===== src/ring_types.sv =====
// shared types and constants of the ring engine, plus the ring cursor it uses
package ring_pkg;
  localparam logic [7:0] OFF_CTRL = 8'h00;
  localparam logic [7:0] OFF_QSIZE = 8'h04;
  localparam logic [7:0] OFF_DESC_BASE = 8'h08;
  localparam logic [7:0] OFF_DRV_BASE = 8'h0c;
  localparam logic [7:0] OFF_DEV_BASE = 8'h10;
  localparam logic [7:0] OFF_BELL = 8'h14;
  localparam logic [7:0] OFF_STATUS = 8'h18;
  localparam logic [7:0] OFF_STATE = 8'h1c;
  localparam logic [7:0] OFF_AVAIL = 8'h20;
  localparam int CTRL_EN = 0;
  localparam int CTRL_PACKED = 1;
  localparam int CTRL_EVT = 2;
  localparam logic [15:0] QSIZE_MAX = 16'h8000;
  localparam logic [15:0] QSIZE_RST = 16'h0100;
  localparam logic [15:0] DESC_F_NEXT = 16'h0001;
  localparam logic [15:0] DESC_F_WRITE = 16'h0002;
  localparam int DESC_F_AVAIL_BIT = 7;
  localparam int DESC_F_USED_BIT = 15;
  localparam logic [1:0] SUPP_DISABLE = 2'h1;
  localparam logic [1:0] W_ADDR_LO = 2'h0;
  localparam logic [1:0] W_ADDR_HI = 2'h1;
  localparam logic [1:0] W_LEN = 2'h2;
  localparam logic [1:0] W_FLAGS = 2'h3;
  localparam logic [3:0] BE_ALL = 4'hf;
  localparam logic [3:0] BE_HI = 4'hc;
  localparam logic [31:0] RING_HDR = 32'h0000_0004;
  localparam logic [31:0] ELEM_LEN_OFF = 32'h0000_0004;
  localparam logic WRAP_INIT = 1'b1;

  typedef enum logic [3:0] {
    S_IDLE = 4'h0,
    S_IDX = 4'h1,
    S_HEAD = 4'h3,
    S_DESC = 4'h2,
    S_EMIT = 4'h6,
    S_WAIT = 4'h7,
    S_UW0 = 4'h5,
    S_UW1 = 4'h4,
    S_UIDX = 4'hc,
    S_SUPP = 4'hd
  } st_type;

  typedef struct packed {
    logic [31:0] addr;
    logic [31:0] wdata;
    logic [3:0] be;
    logic write;
  } mem_req_type;

  typedef struct packed {
    logic [63:0] addr;
    logic [31:0] len;
    logic [15:0] id;
    logic write;
    logic last;
  } elem_type;

  function automatic logic [15:0] slot(input logic [15:0] idx, input logic [15:0] qsize);
    slot = idx & (qsize - 16'h0001);
  endfunction

  function automatic logic [15:0] half(input logic [31:0] word, input logic upper);
    half = upper ? word[31:16] : word[15:0];
  endfunction

  // word address of 16-bit entry i after the ring header
  function automatic logic [31:0] ring_addr(input logic [31:0] base, input logic [15:0] i);
    logic [31:0] a;
    a = base + RING_HDR + {15'h0000, i, 1'b0};
    ring_addr = {a[31:2], 2'b00};
  endfunction

  function automatic logic [31:0] desc_addr(input logic [31:0] base, input logic [15:0] i,
                                            input logic [1:0] w);
    desc_addr = base + {12'h000, i, 4'h0} + {28'h000_0000, w, 2'b00};
  endfunction

  function automatic logic [31:0] elem_addr(input logic [31:0] base, input logic [15:0] i);
    elem_addr = base + RING_HDR + {13'h0000, i, 3'b000};
  endfunction
endpackage

`timescale 1ns/1ps
module ring_cursor #(
  parameter int W = 16
) (
  input wire logic core_clk,
  input wire logic rst_b,
  input wire logic ce,
  input wire logic clr,
  input wire logic adv,
  input wire logic [W-1:0] step,
  input wire logic [W-1:0] qsize,
  output logic [W-1:0] idx,
  output logic [W-1:0] pos,
  output logic wrap
);
  import ring_pkg::*;
  typedef struct packed {
    logic [W-1:0] idx;
    logic [W-1:0] pos;
    logic wrap;
  } cur_type;
  cur_type q;
  cur_type d;
  logic [W:0] sum;

  always_comb begin
    d = q;
    sum = {1'b0, q.pos} + {1'b0, step};
    if (clr) begin
      d.idx = '0;
      d.pos = '0;
      d.wrap = WRAP_INIT;
    end else if (adv) begin
      d.idx = q.idx + step;
      if (sum >= {1'b0, qsize}) begin
        d.pos = W'(sum - {1'b0, qsize});
        d.wrap = ~q.wrap;
      end else begin
        d.pos = sum[W-1:0];
      end
    end
  end

  always_ff @(posedge core_clk or negedge rst_b) begin
    if (!rst_b) begin
      q.idx <= '0;
      q.pos <= '0;
      q.wrap <= WRAP_INIT;
    end else if (ce) begin
      q <= d;
    end
  end

  assign idx = q.idx;
  assign pos = q.pos;
  assign wrap = q.wrap;
endmodule // ring_cursor

===== src/ring_engine.sv =====
// device end of a descriptor ring queue: fetches chains, streams elements, posts completions
//
// Behaviour
// - split queue holds at most 32768 entries; 16-bit index tells full from empty.
// - buffer has one or more elements, readable ones before writable ones.
// - heads go to slot index plus added modulo size, invisible until index update.
// - ring indices only increment and wrap naturally modulo 65536.
// - device may fetch chains and their memory once it sees the new index.
// - after using a chain, device sends used notification unless suppressed.
// - packed queue has no more than 32768 descriptors.
// - packed completion writes used descriptor with buffer id over available slot, then notifies.
// - device reads packed descriptors in order and writes used ones in completion order.
// - driver and device each keep a one-bit wrap counter starting at 1.
// - device toggles its wrap counter after marking the last descriptor used.
// - device completes with both used and available flags equal to its counter.
// - device writes only its own suppression area, reads only the driver's.
// - flag value 2 marks element device write-only, otherwise read-only.
// - flag value 1 marks that the buffer continues in another descriptor.
`timescale 1ns/1ps
module ring_engine (
  input wire logic core_clk,
  input wire logic rst_b,
  input wire logic ce,
  input wire logic [7:0] reg_addr,
  input wire logic [31:0] reg_wdata,
  input wire logic reg_wr,
  input wire logic reg_rd,
  output logic [31:0] reg_rdata,
  output logic mem_req_valid,
  output ring_pkg::mem_req_type mem_req,
  input wire logic mem_req_ready,
  input wire logic mem_rsp_valid,
  input wire logic [31:0] mem_rdata,
  output logic elem_valid,
  output ring_pkg::elem_type elem,
  input wire logic elem_ready,
  input wire logic done_valid,
  input wire logic [31:0] done_len,
  output logic done_ready,
  output logic used_notify
);
  import ring_pkg::*;

  typedef struct packed {
    st_type st;
    logic [2:0] ctrl;
    logic [15:0] qsize;
    logic [31:0] desc_base;
    logic [31:0] drv_base;
    logic [31:0] dev_base;
    logic bell;
    logic [15:0] avail_idx;
    logic [15:0] head;
    logic [15:0] nxt;
    logic [15:0] bid;
    logic [15:0] fl;
    logic [15:0] ev;
    logic [1:0] w;
    logic [15:0] cnt;
    logic seen_wr;
    logic err;
    logic [31:0] done_len;
    logic notify;
    logic [31:0] rdata;
    mem_req_type rq;
    logic rq_v;
    logic rs_w;
    elem_type el;
  } eng_type;

  eng_type q;
  eng_type d;
  logic pk;
  logic en;
  logic evt;
  logic fin;
  logic mst;
  logic [31:0] ra;
  logic [31:0] rwd;
  logic [3:0] rbe;
  logic rwr;
  logic rd_adv;
  logic us_adv;
  logic [15:0] us_step;
  logic [15:0] rd_idx;
  logic [15:0] rd_pos;
  logic rd_wrap;
  logic [15:0] us_idx;
  logic [15:0] us_pos;
  logic us_wrap;
  logic [15:0] dflags;
  logic [15:0] uflags;
  logic [15:0] hslot;

  assign pk = q.ctrl[CTRL_PACKED];
  assign en = q.ctrl[CTRL_EN];
  assign evt = q.ctrl[CTRL_EVT];
  assign dflags = mem_rdata[31:16];
  // ring slot of the next head; its low bit picks the half word of the fetched ring word
  assign hslot = slot(rd_idx, q.qsize);

  always_comb begin
    uflags = '0;
    uflags[DESC_F_AVAIL_BIT] = us_wrap;
    uflags[DESC_F_USED_BIT] = us_wrap;
    if (q.done_len != '0) begin
      uflags = uflags | DESC_F_WRITE;
    end
  end

  // fetch cursor: split index of the next head to fetch, packed read position
  ring_cursor #(.W(16)) u_fetch (
    .core_clk(core_clk),
    .rst_b(rst_b),
    .ce(ce),
    .clr(~en),
    .adv(rd_adv),
    .step(16'h0001),
    .qsize(q.qsize),
    .idx(rd_idx),
    .pos(rd_pos),
    .wrap(rd_wrap)
  );

  // completion cursor: split used index, packed used position and device wrap counter
  ring_cursor #(.W(16)) u_used (
    .core_clk(core_clk),
    .rst_b(rst_b),
    .ce(ce),
    .clr(~en),
    .adv(us_adv),
    .step(us_step),
    .qsize(q.qsize),
    .idx(us_idx),
    .pos(us_pos),
    .wrap(us_wrap)
  );

  always_comb begin
    d = q;
    d.notify = 1'b0;
    fin = 1'b0;
    mst = 1'b1;
    ra = q.drv_base;
    rwd = '0;
    rbe = BE_ALL;
    rwr = 1'b0;
    rd_adv = 1'b0;
    us_adv = 1'b0;
    us_step = 16'h0001;

    // one memory access in flight; a write ends at acceptance, a read at its response
    if (q.rq_v && mem_req_ready) begin
      d.rq_v = 1'b0;
      d.rs_w = ~q.rq.write;
      fin = q.rq.write;
    end
    if (q.rs_w && mem_rsp_valid) begin
      d.rs_w = 1'b0;
      fin = 1'b1;
    end

    case (q.st)
      S_IDLE: begin
        mst = 1'b0;
        if (en && q.bell) begin
          d.bell = 1'b0;
          d.st = pk ? S_DESC : S_IDX;
          d.w = W_FLAGS;
          d.cnt = '0;
          d.seen_wr = 1'b0;
        end
      end
      S_IDX: begin
        ra = q.drv_base;
        if (fin) begin
          d.avail_idx = dflags;
          // only slots below the driver's published index are ever fetched
          d.st = (dflags == rd_idx) ? S_IDLE : S_HEAD;
        end
      end
      S_HEAD: begin
        ra = ring_addr(q.drv_base, hslot);
        if (fin) begin
          d.head = half(mem_rdata, hslot[0]);
          d.bid = d.head;
          d.st = S_DESC;
          d.w = W_FLAGS;
          d.cnt = '0;
          d.seen_wr = 1'b0;
        end
      end
      S_DESC: begin
        ra = desc_addr(q.desc_base, pk ? rd_pos : q.head, q.w);
        if (fin) begin
          d.w = q.w + 2'h1;
          case (q.w)
            W_FLAGS: begin
              if (pk) begin
                d.fl = dflags;
                d.bid = mem_rdata[15:0];
                // not yet posted for this lap: wait for the next doorbell
                if (dflags[DESC_F_AVAIL_BIT] != rd_wrap ||
                    dflags[DESC_F_USED_BIT] == rd_wrap) begin
                  d.st = S_IDLE;
                end
              end else begin
                d.fl = mem_rdata[15:0];
                d.nxt = dflags;
              end
            end
            W_ADDR_LO: d.el.addr[31:0] = mem_rdata;
            W_ADDR_HI: d.el.addr[63:32] = mem_rdata;
            default: begin
              d.el.len = mem_rdata;
              d.el.write = (q.fl & DESC_F_WRITE) != '0;
              d.el.last = (q.fl & DESC_F_NEXT) == '0;
              d.el.id = q.bid;
              d.st = S_EMIT;
            end
          endcase
        end
      end
      S_EMIT: begin
        mst = 1'b0;
        if (elem_ready) begin
          d.cnt = q.cnt + 16'h0001;
          d.seen_wr = q.seen_wr | q.el.write;
          if (q.seen_wr && !q.el.write) begin
            d.err = 1'b1;
          end
          rd_adv = pk | q.el.last;
          d.w = W_FLAGS;
          if (q.el.last) begin
            d.st = S_WAIT;
          end else begin
            d.head = q.nxt;
            d.st = S_DESC;
          end
        end
      end
      S_WAIT: begin
        mst = 1'b0;
        if (done_valid) begin
          d.done_len = done_len;
          d.st = pk ? S_UW1 : S_UW0;
        end
      end
      S_UW0: begin
        ra = elem_addr(q.dev_base, slot(us_idx, q.qsize));
        rwd = {16'h0000, q.bid};
        rwr = 1'b1;
        if (fin) begin
          d.st = S_UW1;
        end
      end
      S_UW1: begin
        ra = pk ? desc_addr(q.desc_base, us_pos, W_LEN) :
                  elem_addr(q.dev_base, slot(us_idx, q.qsize)) + ELEM_LEN_OFF;
        rwd = q.done_len;
        rwr = 1'b1;
        if (fin) begin
          d.st = S_UIDX;
        end
      end
      S_UIDX: begin
        // flags word (packed) or used index (split) last, so the driver never sees a used mark before its length
        ra = pk ? desc_addr(q.desc_base, us_pos, W_FLAGS) : q.dev_base;
        rwd = pk ? {uflags, q.bid} : {us_idx + 16'h0001, 16'h0000};
        rbe = pk ? BE_ALL : BE_HI;
        rwr = 1'b1;
        if (fin) begin
          us_adv = 1'b1;
          us_step = pk ? q.cnt : 16'h0001;
          d.ev = us_idx;
          d.st = S_SUPP;
        end
      end
      S_SUPP: begin
        ra = (!pk && evt) ? ring_addr(q.drv_base, q.qsize) : q.drv_base;
        if (fin) begin
          if (pk) begin
            d.notify = mem_rdata[17:16] != SUPP_DISABLE;
          end else if (evt) begin
            d.notify = half(mem_rdata, q.qsize[0]) == q.ev;
          end else begin
            d.notify = ~mem_rdata[0];
          end
          d.st = pk ? S_DESC : S_IDX;
          d.w = W_FLAGS;
          d.cnt = '0;
          d.seen_wr = 1'b0;
        end
      end
      default: begin
        mst = 1'b0;
        d.st = S_IDLE;
      end
    endcase

    if (mst && !q.rq_v && !q.rs_w) begin
      d.rq.addr = ra;
      d.rq.wdata = rwd;
      d.rq.be = rbe;
      d.rq.write = rwr;
      d.rq_v = 1'b1;
    end

    // register writes follow the engine so a doorbell in a clearing cycle is kept
    if (reg_wr) begin
      case (reg_addr)
        OFF_CTRL: d.ctrl = reg_wdata[2:0];
        OFF_QSIZE: d.qsize = (reg_wdata > {16'h0000, QSIZE_MAX}) ? QSIZE_MAX :
                             reg_wdata[15:0];
        OFF_DESC_BASE: d.desc_base = reg_wdata;
        OFF_DRV_BASE: d.drv_base = reg_wdata;
        OFF_DEV_BASE: d.dev_base = reg_wdata;
        OFF_BELL: d.bell = 1'b1;
        default: d.bell = d.bell;
      endcase
    end

    d.rdata = '0;
    if (reg_rd) begin
      case (reg_addr)
        OFF_CTRL: d.rdata = {29'h0000_0000, q.ctrl};
        OFF_QSIZE: d.rdata = {16'h0000, q.qsize};
        OFF_DESC_BASE: d.rdata = q.desc_base;
        OFF_DRV_BASE: d.rdata = q.drv_base;
        OFF_DEV_BASE: d.rdata = q.dev_base;
        OFF_STATUS: d.rdata = {us_idx, rd_idx};
        OFF_STATE: d.rdata = {28'h000_0000, q.err, q.st != S_IDLE, us_wrap, rd_wrap};
        OFF_AVAIL: d.rdata = {16'h0000, q.avail_idx};
        default: d.rdata = '0;
      endcase
    end
  end

  always_ff @(posedge core_clk or negedge rst_b) begin
    if (!rst_b) begin
      q <= '0;
      q.qsize <= QSIZE_RST;
    end else if (ce) begin
      q <= d;
    end
  end

  assign reg_rdata = q.rdata;
  assign mem_req_valid = q.rq_v;
  assign mem_req = q.rq;
  assign elem_valid = q.st == S_EMIT;
  assign elem = q.el;
  assign done_ready = q.st == S_WAIT;
  assign used_notify = q.notify;
endmodule // ring_engine


===== config.mk =====
export PLATFORM = sky130hd
export DESIGN_NAME = ring_engine
export DESIGN_NICKNAME = d
export VERILOG_FILES = /design/src/ring_types.sv /design/src/ring_engine.sv
export SDC_FILE = /design/constraint.sdc
export NUM_CORES = 2
export LEC_CHECK = 0
export ABC_AREA = 1
export BUFFER_PORTS_ARGS = -buffer_cell sky130_fd_sc_hd__buf_4
export CORE_AREA = 2 2 405 407
export CTS_CLUSTER_DIAMETER = 30
export DETAILED_ROUTE_END_ITERATION = 16
export DIE_AREA = 0 0 407 409
export GPL_ROUTABILITY_DRIVEN = 0
export GPL_TIMING_DRIVEN = 0
export PLACE_DENSITY = 0.38
export SLEW_MARGIN = 25
export SYNTH_ARGS = -nofsm -noshare
export SYNTH_HDL_FRONTEND = slang
export SYNTH_SLANG_ARGS = --single-unit

===== constraint.sdc =====
create_clock -name core_clk -period 5.1 [get_ports core_clk]
set_input_delay 0.765 -clock core_clk [delete_from_list [all_inputs] [get_ports core_clk]]
set_output_delay 0.765 -clock core_clk [all_outputs]
set_load 0.005 [all_outputs]

==> flow_summary.ini <==
[route]
wl_per_cell_um = 26.4
viasPerCell = 5.08
first_pass_iters = 8
met2_length_um = 98900
vias = 44500
wl_met1_um = 103000
drc = 0
drt-initial-drc-count = 4830
drtAntennaViolNets = 0
dr_wl_met3_um = 19500
maxUsedRoutingLayer = met5
finalWirelength_um = 231000

[clock_network]
clk_latency_ps = 800
cts_max_path_buffers = 3
cts_buffers = 162
clock-sinks = 536
clk_pin_slew_worst_paths_ps = 40
cts_tree = done
clock-root-buffer = clkbuf_16
htree_num_levels = 4

[floorplan]
die_h_um = 409
io_pins = 332
rows = 148
die_x_um = 407
core_area_um2 = 162000
start_util_pct = 24.9
die_area_um2 = 166000

[power_and_ir_drop]
report.power.total_w = 0.0225
power_frac_comb_pct = 27.7
clockPowerShare_pct = 45.3
p_leak_nw = 25.1
p_switching_w = 0.00761
power.internal_w = 0.0149
seqPwrFrac_pct = 27.0
p_per_area_nw_per_um2 = 430
p_sw_share_pct = 33.8
vdd_drop_max_mv = 0.347

[final_layout]
drive_gt1_share_pct = 17.1
stdcell_area_um2 = 52400
area_growth_pct = 30.0
final_cells = 8765
finalNetCount = 6736

[timing]
finalHoldViolCount = 0
fmaxAchievable_mhz = 198
relSlewSlack_pct = 20.6
tightest_slew_ps = 1190
rsz0062_at_grt = yes
period_share_pct = 99.2
finalSetupViolCount = 0
clock_skew_ps = 45.3
fin_crit_ps = 5060
slew_viol_final = 0

[hold_path]
hold_class = in -> reg

[synth]
synth.ff_latch_count = 536
yosysTopAreaCell = dfrtp_1
yosys.area.top_type_share_pct = 33.1
yosys_warnings = 0
synth_nets = 6196
ys_seq_area_share_pct = 33.3
synth_most_common_cell = nand2_1
ys_top_cells_by_area = dfrtp_1 (33%), nand2_1 (14%), inv_1 (6.7%)
synth_commonest_cells = nand2_1 (1,519), inv_1 (716), nor2_1 (571)
netlist_area_um2 = 40300
avgSynthCellArea_um2 = 6.81
synthCells = 5917
synth_edf_count = 0
yosysUniqueCellTypes = 62
async_flop_share_pct = 100
ys.flop_type = dfrtp_1

[global_route]
grt_pass1_wl_um = 319000
grt_start_max_net_pins = 85
antenna_found_initial = 21
track_usage_pct = 27.1
grt_pass1_vias = 41500
gr-total-overflow = 0

[placed_design]
placed_area_um2 = 45800
dp.cells = 8433
portBuffers = 330
hpwlAfterDp_um = 189000

[setup_path]
end_kind = flip-flop
critical_path_class = reg -> reg
required_ps = 5780
crit_fanout = 6
startpoint_type = flip-flop
arrival_ps = 5730

[job]
cap_violations = 0

[status]
status = finished, final reports clean
-- path summary, 6_finish.rpt --
check                                          start                         to  slack (ps)  cells past startpoint
min reg2reg                       q[286]$_DFFE_PN0P_        elem[0]$_DFFE_PN0P_         470                      1
min in group asynchronous                      rst_b  reg_rdata[16]$_DFFE_PN0P_         490                      2
min                                     done_len[10]         q[228]$_DFFE_PN0P_         200                      2
max reg2reg                u_used.idx[5]$_DFFE_PN0P_    mem_req[53]$_DFFE_PN0P_          40                     21
max in group asynchronous                      rst_b       elem[26]$_DFFE_PN0P_        2560                      6
max                        u_used.idx[5]$_DFFE_PN0P_    mem_req[53]$_DFFE_PN0P_          40                     21
-- logic make-up (layout without fill, tap and decap cells) --
kind of cell,after synthesis,count (layout),share of synthesized area (%)
AND/OR/NAND/NOR,2698,2698,28.1
AO/OA/AOI/OAI,1233,1233,17.2
buffers and inverters,1130,1796,12.7
flip-flops,536,536,33.3
adder cells (fa/ha/maj),166,166,5.32
XOR/XNOR,150,150,3.35
multiplexers,4,4,0.112
other,0,7,0
-- per-stage QoR --
stage | TNS [ps] | hold slack, ps | utilization [%] | setup WS (ps)
4_1_cts | 0 | 146 | 32.0 | 5.83
2_1_floorplan | 0 | 433 | - | 352
3_5_place_dp | -51770 | 459 | 28.2 | -1960
6_report | 0 | 197 | 32.3 | 42.2
5_1_grt | -127 | 182 | 32.3 | -35.8
3_3_place_gp | -1885030 | 462 | 28.1 | -3650
-- power by group through the flow --
stage	registers [W]	clock network (W)	logic, W
global route	0.00617	0.0106	0.00669
detailed placement	0.00613	0	0.00608
floorplan	0.00571	0	0.00324
CTS	0.00608	0.0104	0.00615
finish	0.00608	0.0102	0.00625
global placement	0.00613	0	0.00602
-- registers in the layout (all words and copies together), names as in the netlist --
register and cells:
pk 1, used_notify 1, u_fetch.idx 16, q 252
reg_rdata 32, en 1, elem 114, u_used.idx 16
mem_req 67, u_used.pos 16, u_used.wrap 1, u_fetch.pos 16
u_fetch.wrap 1, evt 1, mem_req_valid 1
-- placed cells by master (no fill, tap or decap), types with 11 or more instances in the layout --
cell type	count
nor3_1	57
nor2_2	47
nand3b_1	13
clkinv_2	29
nand4_1	82
a22oi_1	16
or2_2	18
inv_2	15
buf_4	589
nand2_2	38
o2111ai_1	17
o22ai_1	82
nand2_1	1503
nand3_2	11
clkbuf_16	164
nor4_1	15
a21oi_1	387
clkbuf_1	169
o211ai_1	32
a31oi_1	14
inv_1	706
nor2_1	539
o21ai_0	513
o221ai_1	12
xor2_1	110
o21ai_1	30
dfrtp_1	529
clkbuf_8	33
nor2_4	23
bufinv_16	15
ha_1	148
buf_2	18
nand3_1	317
a221oi_1	43
xnor2_1	27
-- timing repair --
action	CTS	global route
setup endpoints to repair	46	37
pin swaps	13	17
hold buffers	1	0
resized for setup	90	89
hold endpoints to repair	45	0
setup buffers	16	22
-- area by class of cell --
type                            count  area [um2]
Fill cell                       17900      110000
Sequential cell                   536       13400
Clock buffer                      231        4690
Timing Repair Buffer              380        3010
Inverter                          729        2760
Tap cell                         2175        2720
Multi-Input combinational cell   4251       22400
Buffer                            397        2410
Clock inverter                     59         913
Antenna cell                        7        17.5
-- worst max-delay path, cell delays in order, from the launching register on --
cell     delay [ps]
dfrtp_1         790
inv_1           520
nor2_1          480
ha_1            380
nand2_1         170
inv_1            70
a21oi_1         200
nand2_1         190
nand2_1         100
nand2_1         200
inv_2           200
nand4_1         210
nor2_2          240
nand2_1         180
nor2_1          160
nand2_1          70
nand2_1          60
nand3_1         230
nand3_1         150
nand3_1          90
nand2_1         150
nand2_1          60
-- metal layers --
metal	global-route usage [%]	vias to the layer above
li1	-	20400
met1	38.3	21800
met2	40.1	1905
met3	5.37	380
met4	10.7	12
met5	0	-
Note: power is estimated with default switching activity, not from simulation.
